$ cat config.mk
export PLATFORM = sky130hd
export DESIGN_NAME = disk_host_interface_glue
export DESIGN_NICKNAME = d
export VERILOG_FILES = /design/src/inc/disk_glue_pkg.sv /design/src/logic/pin_sync_edge.sv /design/src/logic/event_divider.sv /design/src/logic/disk_host_interface_glue.sv
export SDC_FILE = /design/constraint.sdc
export NUM_CORES = 1
export LEC_CHECK = 0
export BUFFER_PORTS_ARGS = -buffer_cell sky130_fd_sc_hd__buf_4
export CAP_MARGIN = 25
export CORE_UTILIZATION = 53
export CTS_CLUSTER_SIZE = 16
export DETAILED_ROUTE_END_ITERATION = 8
export PLACE_DENSITY = 0.79
export SLEW_MARGIN = 30
export SYNTH_ARGS = -nofsm -noshare
export SYNTH_HDL_FRONTEND = slang
export SYNTH_SLANG_ARGS = --single-unit
$ cat constraint.sdc
create_clock -name aclk -period 2.9 [get_ports aclk]
set_clock_uncertainty 0.15 [all_clocks]
set_input_delay 0.435 -clock aclk [delete_from_list [all_inputs] [get_ports aclk]]
set_output_delay 0.435 -clock aclk [all_outputs]
set_load 0.1 [all_outputs]
$ cat src/inc/disk_glue_pkg.sv
// Constants shared by the disk host interface glue block
package disk_glue_pkg;

   // ==========================================================
   // Register map (byte addresses)
   localparam logic [7:0] CONTROL_OFFSET    = 8'h00;
   localparam logic [7:0] COMMAND_OFFSET    = 8'h04;
   localparam logic [7:0] STATUS_OFFSET     = 8'h08;
   localparam logic [7:0] COUNTERS_OFFSET   = 8'h0c;
   localparam int         ADDR_WIDTH        = 8;
   localparam int         DATA_WIDTH        = 32;

   // ==========================================================
   // Control register fields
   localparam int         CTRL_HOLD_ENABLE  = 0;
   localparam int         CTRL_SQ_ENABLE    = 1;
   localparam logic [1:0] CONTROL_RESET     = 2'h0;

   // ==========================================================
   // Command register fields (write one for a pulse)
   localparam int         CMD_HOLD_CLEAR_A  = 0;
   localparam int         CMD_HOLD_CLEAR_B  = 1;
   localparam int         CMD_INDEX_CLEAR   = 2;

   // ==========================================================
   // Status register fields
   localparam int         ST_HOLD_ACTIVE    = 0;
   localparam int         ST_QUAL_SELECT    = 1;
   localparam int         ST_LATCHED_INDEX  = 2;
   localparam int         ST_MARK_DELAYED   = 3;
   localparam int         ST_BYTE_STROBE    = 4;
   localparam int         ST_TIMING_CLOCK   = 5;
   localparam int         ST_MARK_IN        = 6;
   localparam int         ST_CARD_SELECT    = 7;

   // ==========================================================
   // Bus responses
   localparam logic [1:0] RESP_OKAY         = 2'h0;
   localparam logic [1:0] RESP_DECERR       = 2'h3;

   // ==========================================================
   // Timing counts
   localparam int         TIMING_DIVIDE     = 16;
   localparam int         TIMING_HALF       = TIMING_DIVIDE / 2;
   localparam int         BITS_PER_BYTE     = 8;
   localparam int         MARK_DELAY        = 2;
   localparam int         COUNT_WIDTH       = 16;

endpackage

$ cat src/logic/pin_sync_edge.sv
// Two-flop synchroniser with edge detection for asynchronous pins
`timescale 1ns/1ps
`default_nettype none
module pin_sync_edge #(
   parameter int          WIDTH = 1
) (
   input  wire logic              aclk,
   input  wire logic              aresetn,
   input  wire logic [WIDTH-1:0]  pin,
   output logic      [WIDTH-1:0]  level,
   output logic      [WIDTH-1:0]  rise,
   output logic      [WIDTH-1:0]  fall
);

   logic [WIDTH-1:0] meta;
   logic [WIDTH-1:0] prev;

   // ==========================================================
   // Synchroniser, first stage read only by second
   always_ff @(posedge aclk) begin
      if (!aresetn) begin
         meta  <= '0;
         level <= '0;
         prev  <= '0;
      end else begin
         meta  <= pin;
         level <= meta;
         prev  <= level;
      end
   end

   // ==========================================================
   // Edge detection on synchronised level
   assign rise = level & ~prev;
   assign fall = ~level & prev;

endmodule
`default_nettype wire

$ cat src/logic/event_divider.sv
// Event counter that flags every DIVIDE-th step
`timescale 1ns/1ps
`default_nettype none
module event_divider #(
   parameter int DIVIDE = 8,
   parameter int WIDTH  = $clog2(DIVIDE)
) (
   input  wire logic              aclk,
   input  wire logic              aresetn,
   input  wire logic              restart,
   input  wire logic              step,
   output logic                   terminal
);

   localparam logic [WIDTH-1:0] LAST = WIDTH'(DIVIDE - 1);

   logic [WIDTH-1:0] count;

   // ==========================================================
   // Step counter, wraps after the last step
   always_ff @(posedge aclk) begin
      if (!aresetn || restart) begin
         count <= '0;
      end else if (step) begin
         if (count == LAST) begin
            count <= '0;
         end else begin
            count <= count + WIDTH'(1);
         end
      end
   end

   assign terminal = step && !restart && (count == LAST);

endmodule
`default_nettype wire

$ cat src/logic/disk_host_interface_glue.sv
// Host and drive glue logic for a hard disk controller, AXI4-Lite controlled
`timescale 1ns/1ps
`default_nettype none

module disk_host_interface_glue
   import disk_glue_pkg::*;
(
   input  wire logic                   aclk,
   input  wire logic                   aresetn,
   // AXI4-Lite write address
   input  wire logic [ADDR_WIDTH-1:0]  s_axi_awaddr,
   input  wire logic [2:0]             s_axi_awprot,
   input  wire logic                   s_axi_awvalid,
   output logic                        s_axi_awready,
   // AXI4-Lite write data
   input  wire logic [DATA_WIDTH-1:0]  s_axi_wdata,
   input  wire logic [3:0]             s_axi_wstrb,
   input  wire logic                   s_axi_wvalid,
   output logic                        s_axi_wready,
   // AXI4-Lite write response
   output logic      [1:0]             s_axi_bresp,
   output logic                        s_axi_bvalid,
   input  wire logic                   s_axi_bready,
   // AXI4-Lite read address
   input  wire logic [ADDR_WIDTH-1:0]  s_axi_araddr,
   input  wire logic [2:0]             s_axi_arprot,
   input  wire logic                   s_axi_arvalid,
   output logic                        s_axi_arready,
   // AXI4-Lite read data
   output logic      [DATA_WIDTH-1:0]  s_axi_rdata,
   output logic      [1:0]             s_axi_rresp,
   output logic                        s_axi_rvalid,
   input  wire logic                   s_axi_rready,
   // Host side pins
   input  wire logic                   card_select_n,
   output logic                        hold_n,
   output logic                        qualified_card_select,
   // Drive side pins
   input  wire logic                   write_clock,
   input  wire logic                   read_clock,
   input  wire logic                   index_n,
   input  wire logic                   mark_detect_in,
   output logic                        drive_timing_clock_out,
   output logic                        latched_index,
   output logic                        mark_detect_delayed,
   output logic                        read_byte_strobe,
   output logic                        read_clock_echo
);

   // ==========================================================
   // Declarations
   logic [4:0]             pin_level, pin_rise, pin_fall;
   logic                   cs_active, cs_fall, write_rise, read_fall, index_fall;
   logic                   mark_level, mark_rise, timing_toggle, byte_terminal;
   logic                   aw_full, w_full, ar_full, write_fire, write_hit, read_hit;
   logic [ADDR_WIDTH-1:0]  aw_addr, ar_addr;
   logic [DATA_WIDTH-1:0]  w_data, next_rdata;
   logic [3:0]             w_strb;
   logic [1:0]             control;
   logic                   hold_enable, select_qualify_enable, hold_clear_any;
   logic                   hold_clear_a, hold_clear_b, index_latch_clear;
   logic [MARK_DELAY-1:0]  mark_pipe;
   logic [COUNT_WIDTH-1:0] byte_count, index_count;
   logic [7:0]             status;

   // ==========================================================
   // Pin synchronisers
   pin_sync_edge #(
      .WIDTH   (5)
   ) pins (
      .aclk    (aclk),
      .aresetn (aresetn),
      .pin     ({mark_detect_in, ~index_n, read_clock, write_clock, ~card_select_n}),
      .level   (pin_level),
      .rise    (pin_rise),
      .fall    (pin_fall)
   );

   assign cs_active  = pin_level[0];
   assign cs_fall    = pin_rise[0];
   assign write_rise = pin_rise[1];
   assign read_fall  = pin_fall[2];
   assign index_fall = pin_rise[3];
   assign mark_level = pin_level[4];
   assign mark_rise  = pin_rise[4];

   // ==========================================================
   // Write address and data channels
   assign write_fire = aw_full && w_full && !s_axi_bvalid;
   assign write_hit  = (aw_addr == CONTROL_OFFSET) || (aw_addr == COMMAND_OFFSET)
                       || (aw_addr == STATUS_OFFSET) || (aw_addr == COUNTERS_OFFSET);

   always_ff @(posedge aclk) begin
      if (!aresetn) begin
         s_axi_awready <= 1'b1;
         aw_full       <= 1'b0;
         aw_addr       <= '0;
      end else if (s_axi_awvalid && s_axi_awready) begin
         s_axi_awready <= 1'b0;
         aw_full       <= 1'b1;
         aw_addr       <= s_axi_awaddr;
      end else if (write_fire) begin
         aw_full       <= 1'b0;
      end else if (s_axi_bvalid && s_axi_bready) begin
         s_axi_awready <= 1'b1;
      end
   end

   always_ff @(posedge aclk) begin
      if (!aresetn) begin
         s_axi_wready <= 1'b1;
         w_full       <= 1'b0;
         w_data       <= '0;
         w_strb       <= '0;
      end else if (s_axi_wvalid && s_axi_wready) begin
         s_axi_wready <= 1'b0;
         w_full       <= 1'b1;
         w_data       <= s_axi_wdata;
         w_strb       <= s_axi_wstrb;
      end else if (write_fire) begin
         w_full       <= 1'b0;
      end else if (s_axi_bvalid && s_axi_bready) begin
         s_axi_wready <= 1'b1;
      end
   end

   // ==========================================================
   // Write response channel
   always_ff @(posedge aclk) begin
      if (!aresetn) begin
         s_axi_bvalid <= 1'b0;
         s_axi_bresp  <= RESP_OKAY;
      end else if (write_fire) begin
         s_axi_bvalid <= 1'b1;
         s_axi_bresp  <= write_hit ? RESP_OKAY : RESP_DECERR;
      end else if (s_axi_bready) begin
         s_axi_bvalid <= 1'b0;
      end
   end

   // ==========================================================
   // Control register
   always_ff @(posedge aclk) begin
      if (!aresetn) begin
         control <= CONTROL_RESET;
      end else if (write_fire && aw_addr == CONTROL_OFFSET && w_strb[0]) begin
         control <= w_data[1:0];
      end
   end

   assign hold_enable           = control[CTRL_HOLD_ENABLE];
   assign select_qualify_enable = control[CTRL_SQ_ENABLE];

   // ==========================================================
   // Command pulses
   always_ff @(posedge aclk) begin
      if (!aresetn) begin
         hold_clear_a      <= 1'b0;
         hold_clear_b      <= 1'b0;
         index_latch_clear <= 1'b0;
      end else begin
         hold_clear_a      <= 1'b0;
         hold_clear_b      <= 1'b0;
         index_latch_clear <= 1'b0;
         if (write_fire && aw_addr == COMMAND_OFFSET && w_strb[0]) begin
            hold_clear_a      <= w_data[CMD_HOLD_CLEAR_A];
            hold_clear_b      <= w_data[CMD_HOLD_CLEAR_B];
            index_latch_clear <= w_data[CMD_INDEX_CLEAR];
         end
      end
   end

   assign hold_clear_any = hold_clear_a || hold_clear_b;

   // ==========================================================
   // Hold latch
   always_ff @(posedge aclk) begin
      if (!aresetn) begin
         hold_n <= 1'b1;
      end else if (hold_enable && cs_fall) begin
         hold_n <= 1'b0;
      end else if (hold_clear_any) begin
         hold_n <= 1'b1;
      end
   end

   // ==========================================================
   // Qualified card select
   always_ff @(posedge aclk) begin
      if (!aresetn) begin
         qualified_card_select <= 1'b0;
      end else if (hold_clear_any) begin
         qualified_card_select <= 1'b0;
      end else begin
         qualified_card_select <= cs_active && select_qualify_enable;
      end
   end

   // ==========================================================
   // Drive timing clock
   event_divider #(
      .DIVIDE   (TIMING_HALF)
   ) timing_div (
      .aclk     (aclk),
      .aresetn  (aresetn),
      .restart  (1'b0),
      .step     (write_rise),
      .terminal (timing_toggle)
   );

   always_ff @(posedge aclk) begin
      if (!aresetn) begin
         drive_timing_clock_out <= 1'b1;
      end else if (timing_toggle) begin
         drive_timing_clock_out <= ~drive_timing_clock_out;
      end
   end

   // ==========================================================
   // Latched index
   always_ff @(posedge aclk) begin
      if (!aresetn) begin
         latched_index <= 1'b0;
      end else if (index_fall) begin
         latched_index <= 1'b1;
      end else if (index_latch_clear) begin
         latched_index <= 1'b0;
      end
   end

   always_ff @(posedge aclk) begin
      if (!aresetn) begin
         index_count <= '0;
      end else if (index_fall) begin
         index_count <= index_count + COUNT_WIDTH'(1);
      end
   end

   // ==========================================================
   // Delayed mark
   always_ff @(posedge aclk) begin
      if (!aresetn) begin
         mark_pipe           <= '0;
         mark_detect_delayed <= 1'b0;
      end else if (read_fall) begin
         mark_pipe           <= {mark_pipe[MARK_DELAY-2:0], mark_level};
         mark_detect_delayed <= mark_pipe[MARK_DELAY-1];
      end
   end

   // ==========================================================
   // Read byte strobe
   event_divider #(
      .DIVIDE   (BITS_PER_BYTE)
   ) byte_div (
      .aclk     (aclk),
      .aresetn  (aresetn),
      .restart  (mark_rise),
      .step     (read_fall),
      .terminal (byte_terminal)
   );

   always_ff @(posedge aclk) begin
      if (!aresetn) begin
         read_byte_strobe <= 1'b0;
      end else if (mark_rise) begin
         read_byte_strobe <= 1'b0;
      end else if (read_fall) begin
         read_byte_strobe <= byte_terminal;
      end
   end

   always_ff @(posedge aclk) begin
      if (!aresetn) begin
         byte_count <= '0;
      end else if (mark_rise) begin
         byte_count <= '0;
      end else if (byte_terminal) begin
         byte_count <= byte_count + COUNT_WIDTH'(1);
      end
   end

   // ==========================================================
   // Read clock echo
   always_ff @(posedge aclk) begin
      if (!aresetn) begin
         read_clock_echo <= 1'b0;
      end else begin
         read_clock_echo <= pin_level[2];
      end
   end

   // ==========================================================
   // Read address channel
   always_ff @(posedge aclk) begin
      if (!aresetn) begin
         s_axi_arready <= 1'b1;
         ar_full       <= 1'b0;
         ar_addr       <= '0;
      end else if (s_axi_arvalid && s_axi_arready) begin
         s_axi_arready <= 1'b0;
         ar_full       <= 1'b1;
         ar_addr       <= s_axi_araddr;
      end else if (ar_full && !s_axi_rvalid) begin
         ar_full       <= 1'b0;
      end else if (s_axi_rvalid && s_axi_rready) begin
         s_axi_arready <= 1'b1;
      end
   end

   // ==========================================================
   // Read data mux
   assign status = {cs_active, mark_level, drive_timing_clock_out, read_byte_strobe,
                    mark_detect_delayed, latched_index, qualified_card_select, ~hold_n};

   always_comb begin
      next_rdata = '0;
      read_hit   = 1'b1;
      case (ar_addr)
         CONTROL_OFFSET:  next_rdata = {30'h0, control};
         COMMAND_OFFSET:  next_rdata = '0;
         STATUS_OFFSET:   next_rdata = {24'h0, status};
         COUNTERS_OFFSET: next_rdata = {index_count, byte_count};
         default:         read_hit   = 1'b0;
      endcase
   end

   // ==========================================================
   // Read data channel
   always_ff @(posedge aclk) begin
      if (!aresetn) begin
         s_axi_rvalid <= 1'b0;
         s_axi_rdata  <= '0;
         s_axi_rresp  <= RESP_OKAY;
      end else if (ar_full && !s_axi_rvalid) begin
         s_axi_rvalid <= 1'b1;
         s_axi_rdata  <= next_rdata;
         s_axi_rresp  <= read_hit ? RESP_OKAY : RESP_DECERR;
      end else if (s_axi_rready) begin
         s_axi_rvalid <= 1'b0;
      end
   end

endmodule
`default_nettype wire

======== Word level (Yosys, flattened, before mapping) ========
Cells that the tools add are included.
storage, ports and cells
  logic and storage cells ................. 129
  flip-flop bits (word level) ............. 131
cells by class
  reduce and logical (&&, ||, !) cells .... 45
  equality and inequality tests ........... 11
  bitwise operators ....................... 9
  add/sub/neg operators ................... 4
  muxes and demuxes ....................... 26
operators by type and width
  operator                                                                  number
  32-bit one-hot mux with 3 select lines                                    1
  16-bit by 1-bit adder with 16-bit output (second input constant)          2
  8-bit by 4-bit equality test with 1-bit output (second input constant)    4
  1-bit two-way mux                                                         21
  2-bit nonzero test                                                        10
  1-bit logical AND                                                         17
  8-bit by 3-bit equality test with 1-bit output (second input constant)    2
  8-bit logical NOT                                                         2
  2-bit AND reduction                                                       4
  3-bit by 1-bit adder with 3-bit output (second input constant)            2
  3-bit equality test (second input constant)                               2
  3-bit two-way mux                                                         2
  5-bit AND                                                                 1
  1-bit logical OR                                                          5
  1-bit inverter                                                            5
  5-bit inverter                                                            1
  1-bit logical NOT                                                         4
  2-bit two-way mux                                                         2
  2-bit by 1-bit inequality test with 1-bit output (second input constant)  2
  2-bit OR reduction                                                        2
  4-bit OR reduction                                                        1
  3-bit AND                                                                 1
  3-bit inverter                                                            1
  2-bit inequality test (second input constant)                             1

======== Depth between registers and ports, before layout ========
Gate-level depths: netlist of the first run.
  depth in word-level cells ............... 5
  gate-level depth with buffers ........... 7
  gate-level depth less buffers ........... 6

======== Modules after synthesis ========
Synthesis of the first run repeated with hierarchy kept, for this count alone.
unflattened totals
  cells, all modules ...................... 520
  area total of the unflattened synthesis .. 4913.5 µm²
by module, submodules not included
  module                    times used  area an instance (µm²)  cells an instance
  disk_host_interface_glue  1           4129.0                  451
  pin_sync_edge             1           481.7                   41
  event_divider             2           151.4                   14

======== Worst setup path before layout of the first run ========
OpenSTA, ideal clock, no wires.
  path type ............................... register -> register
  start ................................... register pins.prev[2]
  end ..................................... register byte_count[10]
  arrival time ............................ 2387 ps
  setup slack ............................. 292 ps
  data required time ...................... 2679 ps
  buffers on the path ..................... 1
  period minus slack after synthesis ...... 2608 ps
  cell stages (with the launch flop) ...... 6
  cells stage by stage .................... dfxtp_1 -> nand3b_2 -> or3_4 -> buf_6 -> or4_1 -> a21oi_1
on the way
  longest elaborated chain between the ends .. 3
ends and longest elaborated chain
  what                             RTL line                         RTL
  from (decl)                      pin_sync_edge.sv:16              logic [WIDTH-1:0] prev;
  from (signal assigned)           pin_sync_edge.sv:28              prev <= level;
  3-bit AND                        pin_sync_edge.sv:35              assign fall = ~level & prev;
  1-bit logical AND (2 in series)  event_divider.sv:33              assign terminal = step && !restart && (count == LAST);
  to (signal assigned)             disk_host_interface_glue.sv:279  byte_count <= byte_count + COUNT_WIDTH'(1);
  to (decl)                        disk_host_interface_glue.sv:63   logic [COUNT_WIDTH-1:0] byte_count, index_count;
No other way between the ends.
A chain may end at the register's enable or synchronous reset.

======== Worst setup path in the final report of the first run ========
  start ................................... register byte_div.count[0]
  end ..................................... register byte_count[15]
on the way
  longest elaborated chain between the ends .. 2
ends and longest elaborated chain
  what                    RTL line             RTL
  from (decl)             event_divider.sv:17  logic [WIDTH-1:0] count;
  from (signal assigned)  event_divider.sv:28  count <= count + WIDTH'(1);
  3-bit equality test     event_divider.sv:33
  1-bit logical AND       event_divider.sv:33
No other way between the ends.

==> out/qor.json, run 1 <==
{
  "status": "finished, violations left",
  "failed_checks": "design-rule violations",
  "route.final.wire_length_mm": 10.9,
  "cp.arrival_ns": 2.64,
  "wire_per_inst_um": 14.9,
  "sum_of_routed_wire_segments_on_met1_mm": 4.72,
  "die_width_um": 97.9,
  "timing_worst_setup_path_type": "reg2reg",
  "top_layer_used_by_detailed_routing": "met4",
  "critical_path.top_delay_family": "simple AND/OR/NAND/NOR gates",
  "cpMaxStageDelayCell": "or4_1",
  "finalWorstSetupSlack_ns": 0.539,
  "min_period_ns": 2.36,
  "critical_path.startpoint_type": "flop",
  "antenna_found_initial": 0,
  "layout_commonest_cell": "dfxtp_1",
  "synth_cell_type_count": 46,
  "syn-cell-area_um2": 4880,
  "achievable-frequency_mhz": 423,
  "critical_path_required_ns": 3.18,
  "power.static_leakage_nw": 2.48,
  "max_cap_viol_count": 0,
  "cts_buffer_depth": 2,
  "routed_via_density": 5.59,
  "cts_tree": "yes",
  "finish.instance_area_um2": 6250,
  "synthesis.nets": 613,
  "grt_setup_unrepaired": "false",
  "clk_latency_ns": 0.51,
  "met2_wirelength_mm": 5.42,
  "placedInstanceArea_um2": 5500,
  "power_per_cell_area_nw_per_um2": 727,
  "flip_flop_and_latch_count_after_synthesis": 128,
  "fin_tns_setup_ns": 0,
  "drt_drc_violations_left": 3,
  "grt_max_degree": 65,
  "timing.final.crit_share": 0.814,
  "layout-drive-gt1-share": 0.188,
  "hold_path_class": "in2reg",
  "post_cts_resize_count": 0,
  "via_count_of_the_first_global_routing_pass": 4014,
  "vdd_drop_max_mv": 0.418,
  "gp_congestion": 0.794,
  "post-place-ws_ns": 0.577,
  "postCtsSetupRepairBufs": 0,
  "clock_tree.root_cell": "clkbuf_8",
  "grt_pass1_wl_mm": 18.1,
  "crit_top_cell": "ha_1",
  "yosys.area.top_type": "dfxtp_1",
  "layout_common_cells": "dfxtp_1, buf_4, nand2_1",
  "setup_violations": 0,
  "ys.warnings.count": 0,
  "floorplan.rows": 34,
  "grt_util_all_layers": 0.234,
  "crit_buf_inv": 0,
  "power_mw": 4.54,
  "yosysSeqAreaShare": 0.526,
  "tightest_slew_ns": 0.657,
  "slew_viol_final": 0,
  "place.port_buffers": 79,
  "via_count": 4110,
  "cts.sink_count": 128,
  "clkTransAtPathRegs_ns": 0.06,
  "fp.dieArea_um2": 9590,
  "holdBufCountCts": 6,
  "antenna-diode-count": 0,
  "dpl.hpwl_mm": 6.89,
  "post_detailed_route_count_of_antenna_violating_nets": 0,
  "gr-total-overflow": 0,
  "max_slew_margin": 0.561,
  "cts.htree.levels": 4,
  "initialDrtViolationCount": 170,
  "cts_inserted_buffers": 17,
  "synth.area.top_cells": "dfxtp_1, nand2_1, a21oi_1",
  "end_kind": "flop",
  "area_growth_syn_to_layout_pct": 28.3,
  "finalNetCount": 690,
  "synth_top_area_frac": 0.526,
  "top_level_ports": 118,
  "netlist_instances": 537,
  "routed_wire_length_on_met3_um": 646,
  "drt-pass1-iter-count": 6,
  "die_height_um": 97.9,
  "cp_max_fo": 9,
  "coreArea_um2": 8810,
  "finalHoldViolations": 0,
  "initial_standard_cell_utilization_of_the_core": 0.554,
  "cp_slowest_stage_delay_ns": 0.51,
  "syn-mean-instance-area_um2": 9.08,
  "worstPathCellList": "ha_1, ha_1, nand4_1, or3_1, or4_1, a21oi_1"
}
path summary, 6_finish.rpt:
path                                        from                     endpoint  slack [ns]  cells after the start
setup reg to reg  byte_div.count[0]$_SDFFE_PP0N_  byte_count[15]$_SDFFE_PP0P_        0.54                      6
hold reg to reg          pins.meta[1]$_SDFF_PN0_     pins.level[1]$_SDFF_PN0_        0.28                      1
hold / removal                   s_axi_araddr[7]      ar_addr[7]$_SDFFE_PN0P_        0.02                      3
setup / recovery  byte_div.count[0]$_SDFFE_PP0N_  byte_count[15]$_SDFFE_PP0P_        0.54                      6
tightest hold or removal path, stage by stage:
cell and delay [ns]:
buf_4 0.11, nand2_1 0.04, a21oi_1 0.05
flip-flops by register name (all words and copies together) (netlist names), 2 cells and up:
| register | flops |
|---|---|
| s_axi_rdata | 32 |
| byte_count | 16 |
| index_count | 16 |
| ar_addr | 8 |
| aw_addr | 8 |
| pins.level | 5 |
| pins.meta | 5 |
| pins.prev | 5 |
| byte_div.count | 3 |
| timing_div.count | 3 |
| w_data | 3 |
| control | 2 |
| mark_pipe | 2 |
power breakdown:
| group | total [mW] | switching [mW] | internal (mW) | leakage [nW] |
|---|---|---|---|---|
| clock | 2.45 | 0.763 | 1.68 | 0.336 |
| combinational | 0.267 | 0.178 | 0.0893 | 1.10 |
| sequential | 1.83 | 0.0316 | 1.80 | 1.04 |
routing by layer:
layer,GRT usage,vias up
met5,0,-
met4,0.0828,0
met3,0.0773,14
met2,0.394,124
met1,0.280,1938
li1,-,2034
kinds of logic after synthesis:
family | count (synthesis) | share of synthesized area
compound gates | 109 | 0.137
xor+xnor | 16 | 0.0287
fa+ha+maj | 6 | 0.0154
buf+inv | 35 | 0.0318
flops | 128 | 0.526
mux | 13 | 0.0267
simple gates | 230 | 0.235
metrics by stage:
step | util | instances | hold slack, ns
final | 0.710 | 735 | 0.0179
after global routing | 0.710 | 735 | 0.00648
after CTS | 0.710 | 735 | 0.00799
after detailed placement | 0.625 | 697 | 0.270
after global placement | 0.625 | 697 | 0.264
after floorplan | - | 537 | 0.262
cells in the mapped netlist, drive strengths merged:
library cell and count:
dfxtp 128, nand2 72, nor2 66, a21oi 52
a22oi 24, clkbuf 23, and2 20, mux2i 13
nand3 12, o21ai 11, or4 11, xor2 11
nand4 10, o31ai 10, buf 7, a2bb2oi 6
ha 6, nand2b 5, xnor2 5, and3 4
and4 4, inv 4, nor2b 4, nor4 4
or3 4, a211oi 2, and3b 2, and4b 2
nand3b 2, nor3 2, nor4b 2, o21a 2
and2b 1, clkinv 1, nand4b 1, nor3b 1
o211ai 1, o32ai 1, or2b 1
cell type report:
type / count / area, um2
clock buffers: 19 / 432
well taps: 108 / 135
flip-flops and latches: 128 / 2560
inverters: 5 / 18.8
repair buffers: 88 / 688
multi-input cells: 374 / 2160
clock inverters: 13 / 259
fillers: 667 / 2550
Note: power is estimated with default switching activity, not from simulation.
==> run 2, diff against run 1 <==
clock period = 2.5 ns   (was 2.9 ns; I/O delays follow)
==> out/qor.json, run 2 (synthesis results as in run 1) <==
{
  "status": "finished, violations left",
  "failed_checks": "design-rule violations",
  "gr-total-overflow": {"value": 0, "change": "unchanged"},
  "combPwrFrac": {"value": 0.069, "change": "+0.010"},
  "clkTransAtPathRegs": {"value": 0.06, "unit": "ns", "change": "about the same"},
  "biggestRegsByFlops": "s_axi_rdata x32, byte_count x16, index_count x16",
  "worst_hold_startpoint": "s_axi_wvalid",
  "power.share.clock": {"value": 0.509, "change": "-0.029"},
  "routed_via_density": {"value": 5.61, "change": "+0.32%"},
  "r2r_end": "byte_count[12]$_SDFFE_PP0P_",
  "wire_per_inst": {"value": 14.7, "unit": "um", "change": "-0.96%"},
  "tightest_slew": {"value": 0.598, "unit": "ns", "change": "-0.0597 ns"},
  "grt_pass1_wl": {"value": 18.7, "unit": "mm", "change": "+3.4%"},
  "route.final.wire_length": {"value": 11.2, "unit": "mm", "change": "+2.5%"},
  "worstRegToRegCells": {"value": 6, "change": "unchanged"},
  "gp_congestion": {"value": 0.809, "change": "+2.0%"},
  "dpl.cell_count": {"value": 702, "change": "+0.72%"},
  "fp.dieArea": {"value": 9590, "unit": "um2", "change": "unchanged"},
  "slew_viol_final": {"value": 0, "change": "unchanged"},
  "antenna-diode-count": {"value": 0, "change": "unchanged"},
  "holdBufCountCts": {"value": 27, "change": "+21"},
  "worstPathCellList": "ha_1, ha_1, nand3b_2, or3_4, or4_1, a21oi_1",
  "cpMaxStageDelayCell": "or4_1",
  "register_bank_with_the_most_flops": "s_axi_rdata",
  "achievable-frequency": {"value": 429, "unit": "MHz", "change": "+1.3%"},
  "postCtsSetupRepairBufs": {"value": 0, "change": "unchanged"},
  "initial_standard_cell_utilization_of_the_core": {"value": 0.554, "change": "unchanged"},
  "p_switching": {"value": 1.10, "unit": "mW", "change": "+13%"},
  "p_int": {"value": 3.93, "unit": "mW", "change": "+10%"},
  "vdd_drop_max": {"value": 0.515, "unit": "mV", "change": "+23%"},
  "drt-pass1-iter-count": {"value": 9, "change": "+3"},
  "grt_setup_unrepaired": "false",
  "grt_max_degree": {"value": 35, "change": "-46%"},
  "place.port_buffers": {"value": 79, "change": "unchanged"},
  "finalNetCount": {"value": 716, "change": "+3.8%"},
  "cp.arrival": {"value": 2.60, "unit": "ns", "change": "-0.04 ns"},
  "placedInstanceArea": {"value": 5530, "unit": "um2", "change": "+0.48%"},
  "largest_register_ffs": {"value": 32, "change": "unchanged"},
  "worst_r2r_startpoint": "byte_div.count[0]$_SDFFE_PP0N_",
  "layout_commonest_cell": "dfxtp_1",
  "max_slew_margin": {"value": 0.601, "change": "+0.0399"},
  "dpl.hpwl": {"value": 7.12, "unit": "mm", "change": "+3.4%"},
  "antenna_found_initial": {"value": 0, "change": "unchanged"},
  "layout-drive-gt1-share": {"value": 0.185, "change": "-0.00290"},
  "cts_buffer_depth": {"value": 2, "change": "unchanged"},
  "floorplan.rows": {"value": 34, "change": "unchanged"},
  "cts.sink_count": {"value": 128, "change": "unchanged"},
  "fin_tns_setup": {"value": 0, "unit": "ns", "change": "unchanged"},
  "timing.final.crit_share": {"value": 0.932, "change": "+0.118"},
  "final_cells": {"value": 761, "change": "+3.5%"},
  "initialDrtViolationCount": {"value": 181, "change": "+6.5%"},
  "top_level_ports": {"value": 118, "change": "unchanged"},
  "via_count_of_the_first_global_routing_pass": {"value": 4058, "change": "+1.1%"},
  "cp_slowest_stage_delay": {"value": 0.51, "unit": "ns", "change": "about the same"},
  "min_delay_endpoint": "w_full$_SDFFE_PN0P_",
  "setup_violations": {"value": 0, "change": "unchanged"},
  "die_width": {"value": 97.9, "unit": "um", "change": "unchanged"},
  "timing_worst_setup_path_type": "reg2reg",
  "layout_common_cells": "dfxtp_1, buf_4, nand2_1",
  "nFillCells": {"value": 598, "change": "-10%"},
  "hold_path_class": "in2reg",
  "grt_util_all_layers": {"value": 0.246, "change": "+0.0117"},
  "crit_top_cell": "ha_1",
  "die_height": {"value": 97.9, "unit": "um", "change": "unchanged"},
  "power_per_cell_area": {"value": 783, "unit": "nW/um2", "change": "+7.8%"},
  "finish.instance_area": {"value": 6420, "unit": "um2", "change": "+2.6%"},
  "power.static_leakage": {"value": 2.54, "unit": "nW", "change": "+2.5%"},
  "cp_max_fo": {"value": 8, "change": "-1"},
  "cts_tree": "yes",
  "clock_tree.root_cell": "clkbuf_8",
  "post_detailed_route_count_of_antenna_violating_nets": {"value": 0, "change": "unchanged"},
  "clk_latency": {"value": 0.51, "unit": "ns", "change": "about the same"},
  "cts_inserted_buffers": {"value": 17, "change": "unchanged"},
  "finalHoldViolations": {"value": 0, "change": "unchanged"},
  "coreArea": {"value": 8810, "unit": "um2", "change": "unchanged"},
  "r2r_slack": {"value": 0.17, "unit": "ns", "change": "-0.37 ns"},
  "critical_path_required": {"value": 2.77, "unit": "ns", "change": "-0.41 ns"},
  "critical_path.startpoint_type": "flop",
  "area_growth_syn_to_layout_pct": 31.6,
  "post_cts_resize_count": {"value": 0, "change": "unchanged"},
  "end_kind": "flop",
  "max_cap_viol_count": {"value": 0, "change": "unchanged"},
  "cts.htree.levels": {"value": 4, "change": "unchanged"},
  "finish.utilization": {"value": 0.729, "change": "+0.0185"},
  "netSwitchingFraction": {"value": 0.219, "change": "+0.00460"},
  "via_count": {"value": 4269, "change": "+3.9%"},
  "drt_drc_violations_left": {"value": 4, "change": "+1"},
  "min_period": {"value": 2.33, "unit": "ns", "change": "-0.0302 ns"},
  "power.sequential.fraction": {"value": 0.422, "change": "+0.019"},
  "min_delay_path_depth": {"value": 3, "change": "unchanged"}
}
[run 2: power by group through the flow]
stage	clock network [mW]	registers [mW]	logic, mW
after floorplan	0	2.23	0.149
after global placement	0	2.16	0.301
after detailed placement	0	2.16	0.308
after CTS	2.59	2.12	0.343
after global routing	2.67	2.12	0.375
final	2.56	2.12	0.348
[run 2: metrics by stage]
stage | setup WS [ns] | total power, mW | hold slack, ns
2_1_floorplan | 0.237 | 2.38 | 0.262
3_3_place_gp | 0.301 | 2.46 | 0.263
3_5_place_dp | 0.200 | 2.47 | 0.269
4_1_cts | 0.163 | 5.05 | 0.112
5_1_grt | 0.0190 | 5.17 | 0.135
6_report | 0.169 | 5.03 | 0.118
[run 2: worst max path at each step]
stage                                              start                            to  slack, ns
after global placement    byte_div.count[0]$_SDFFE_PP0N_   byte_count[12]$_SDFFE_PP0P_       0.30
after CTS                 byte_div.count[0]$_SDFFE_PP0N_   byte_count[12]$_SDFFE_PP0P_       0.16
after floorplan                s_axi_rvalid$_SDFFE_PN0P_  s_axi_rdata[29]$_SDFFE_PN0P_       0.24
after detailed placement  byte_div.count[0]$_SDFFE_PP0N_   byte_count[12]$_SDFFE_PP0P_       0.20
after global routing      byte_div.count[0]$_SDFFE_PP0N_   byte_count[15]$_SDFFE_PP0P_       0.02
final                     byte_div.count[0]$_SDFFE_PP0N_   byte_count[12]$_SDFFE_PP0P_       0.17
[run 2: area by class of cell]
cell class	instances	area, um2	area share
clock inverters	11	188	0.0293
inverters	5	18.8	0.00293
multi-input cells	374	2160	0.336
repair buffers	114	923	0.144
clock buffers	21	429	0.0669
well taps	108	135	0.0211
flip-flops and latches	128	2560	0.400
[run 2: worst max-delay path: cells and delay by family (launching register included)]
kind / cells / cell delay (ns)
AOI/OAI and AO/OA: 1 / 0.16
DFF: 1 / 0.36
and+or+nand+nor: 3 / 1.14
adders and majority gates: 2 / 0.43
[run 2: metal layers]
| layer | wire length [um] | vias to the layer above | track usage | share of wire |
|---|---|---|---|---|
| met2 | 5680 | 128 | 0.423 | 0.51 |
| met5 | 0 | - | 0 | 0 |
| li1 | - | 2088 | - | - |
| met3 | 595 | 19 | 0.0673 | 0.053 |
| met4 | 165 | 0 | 0.112 | 0.015 |
| met1 | 4770 | 2034 | 0.286 | 0.43 |
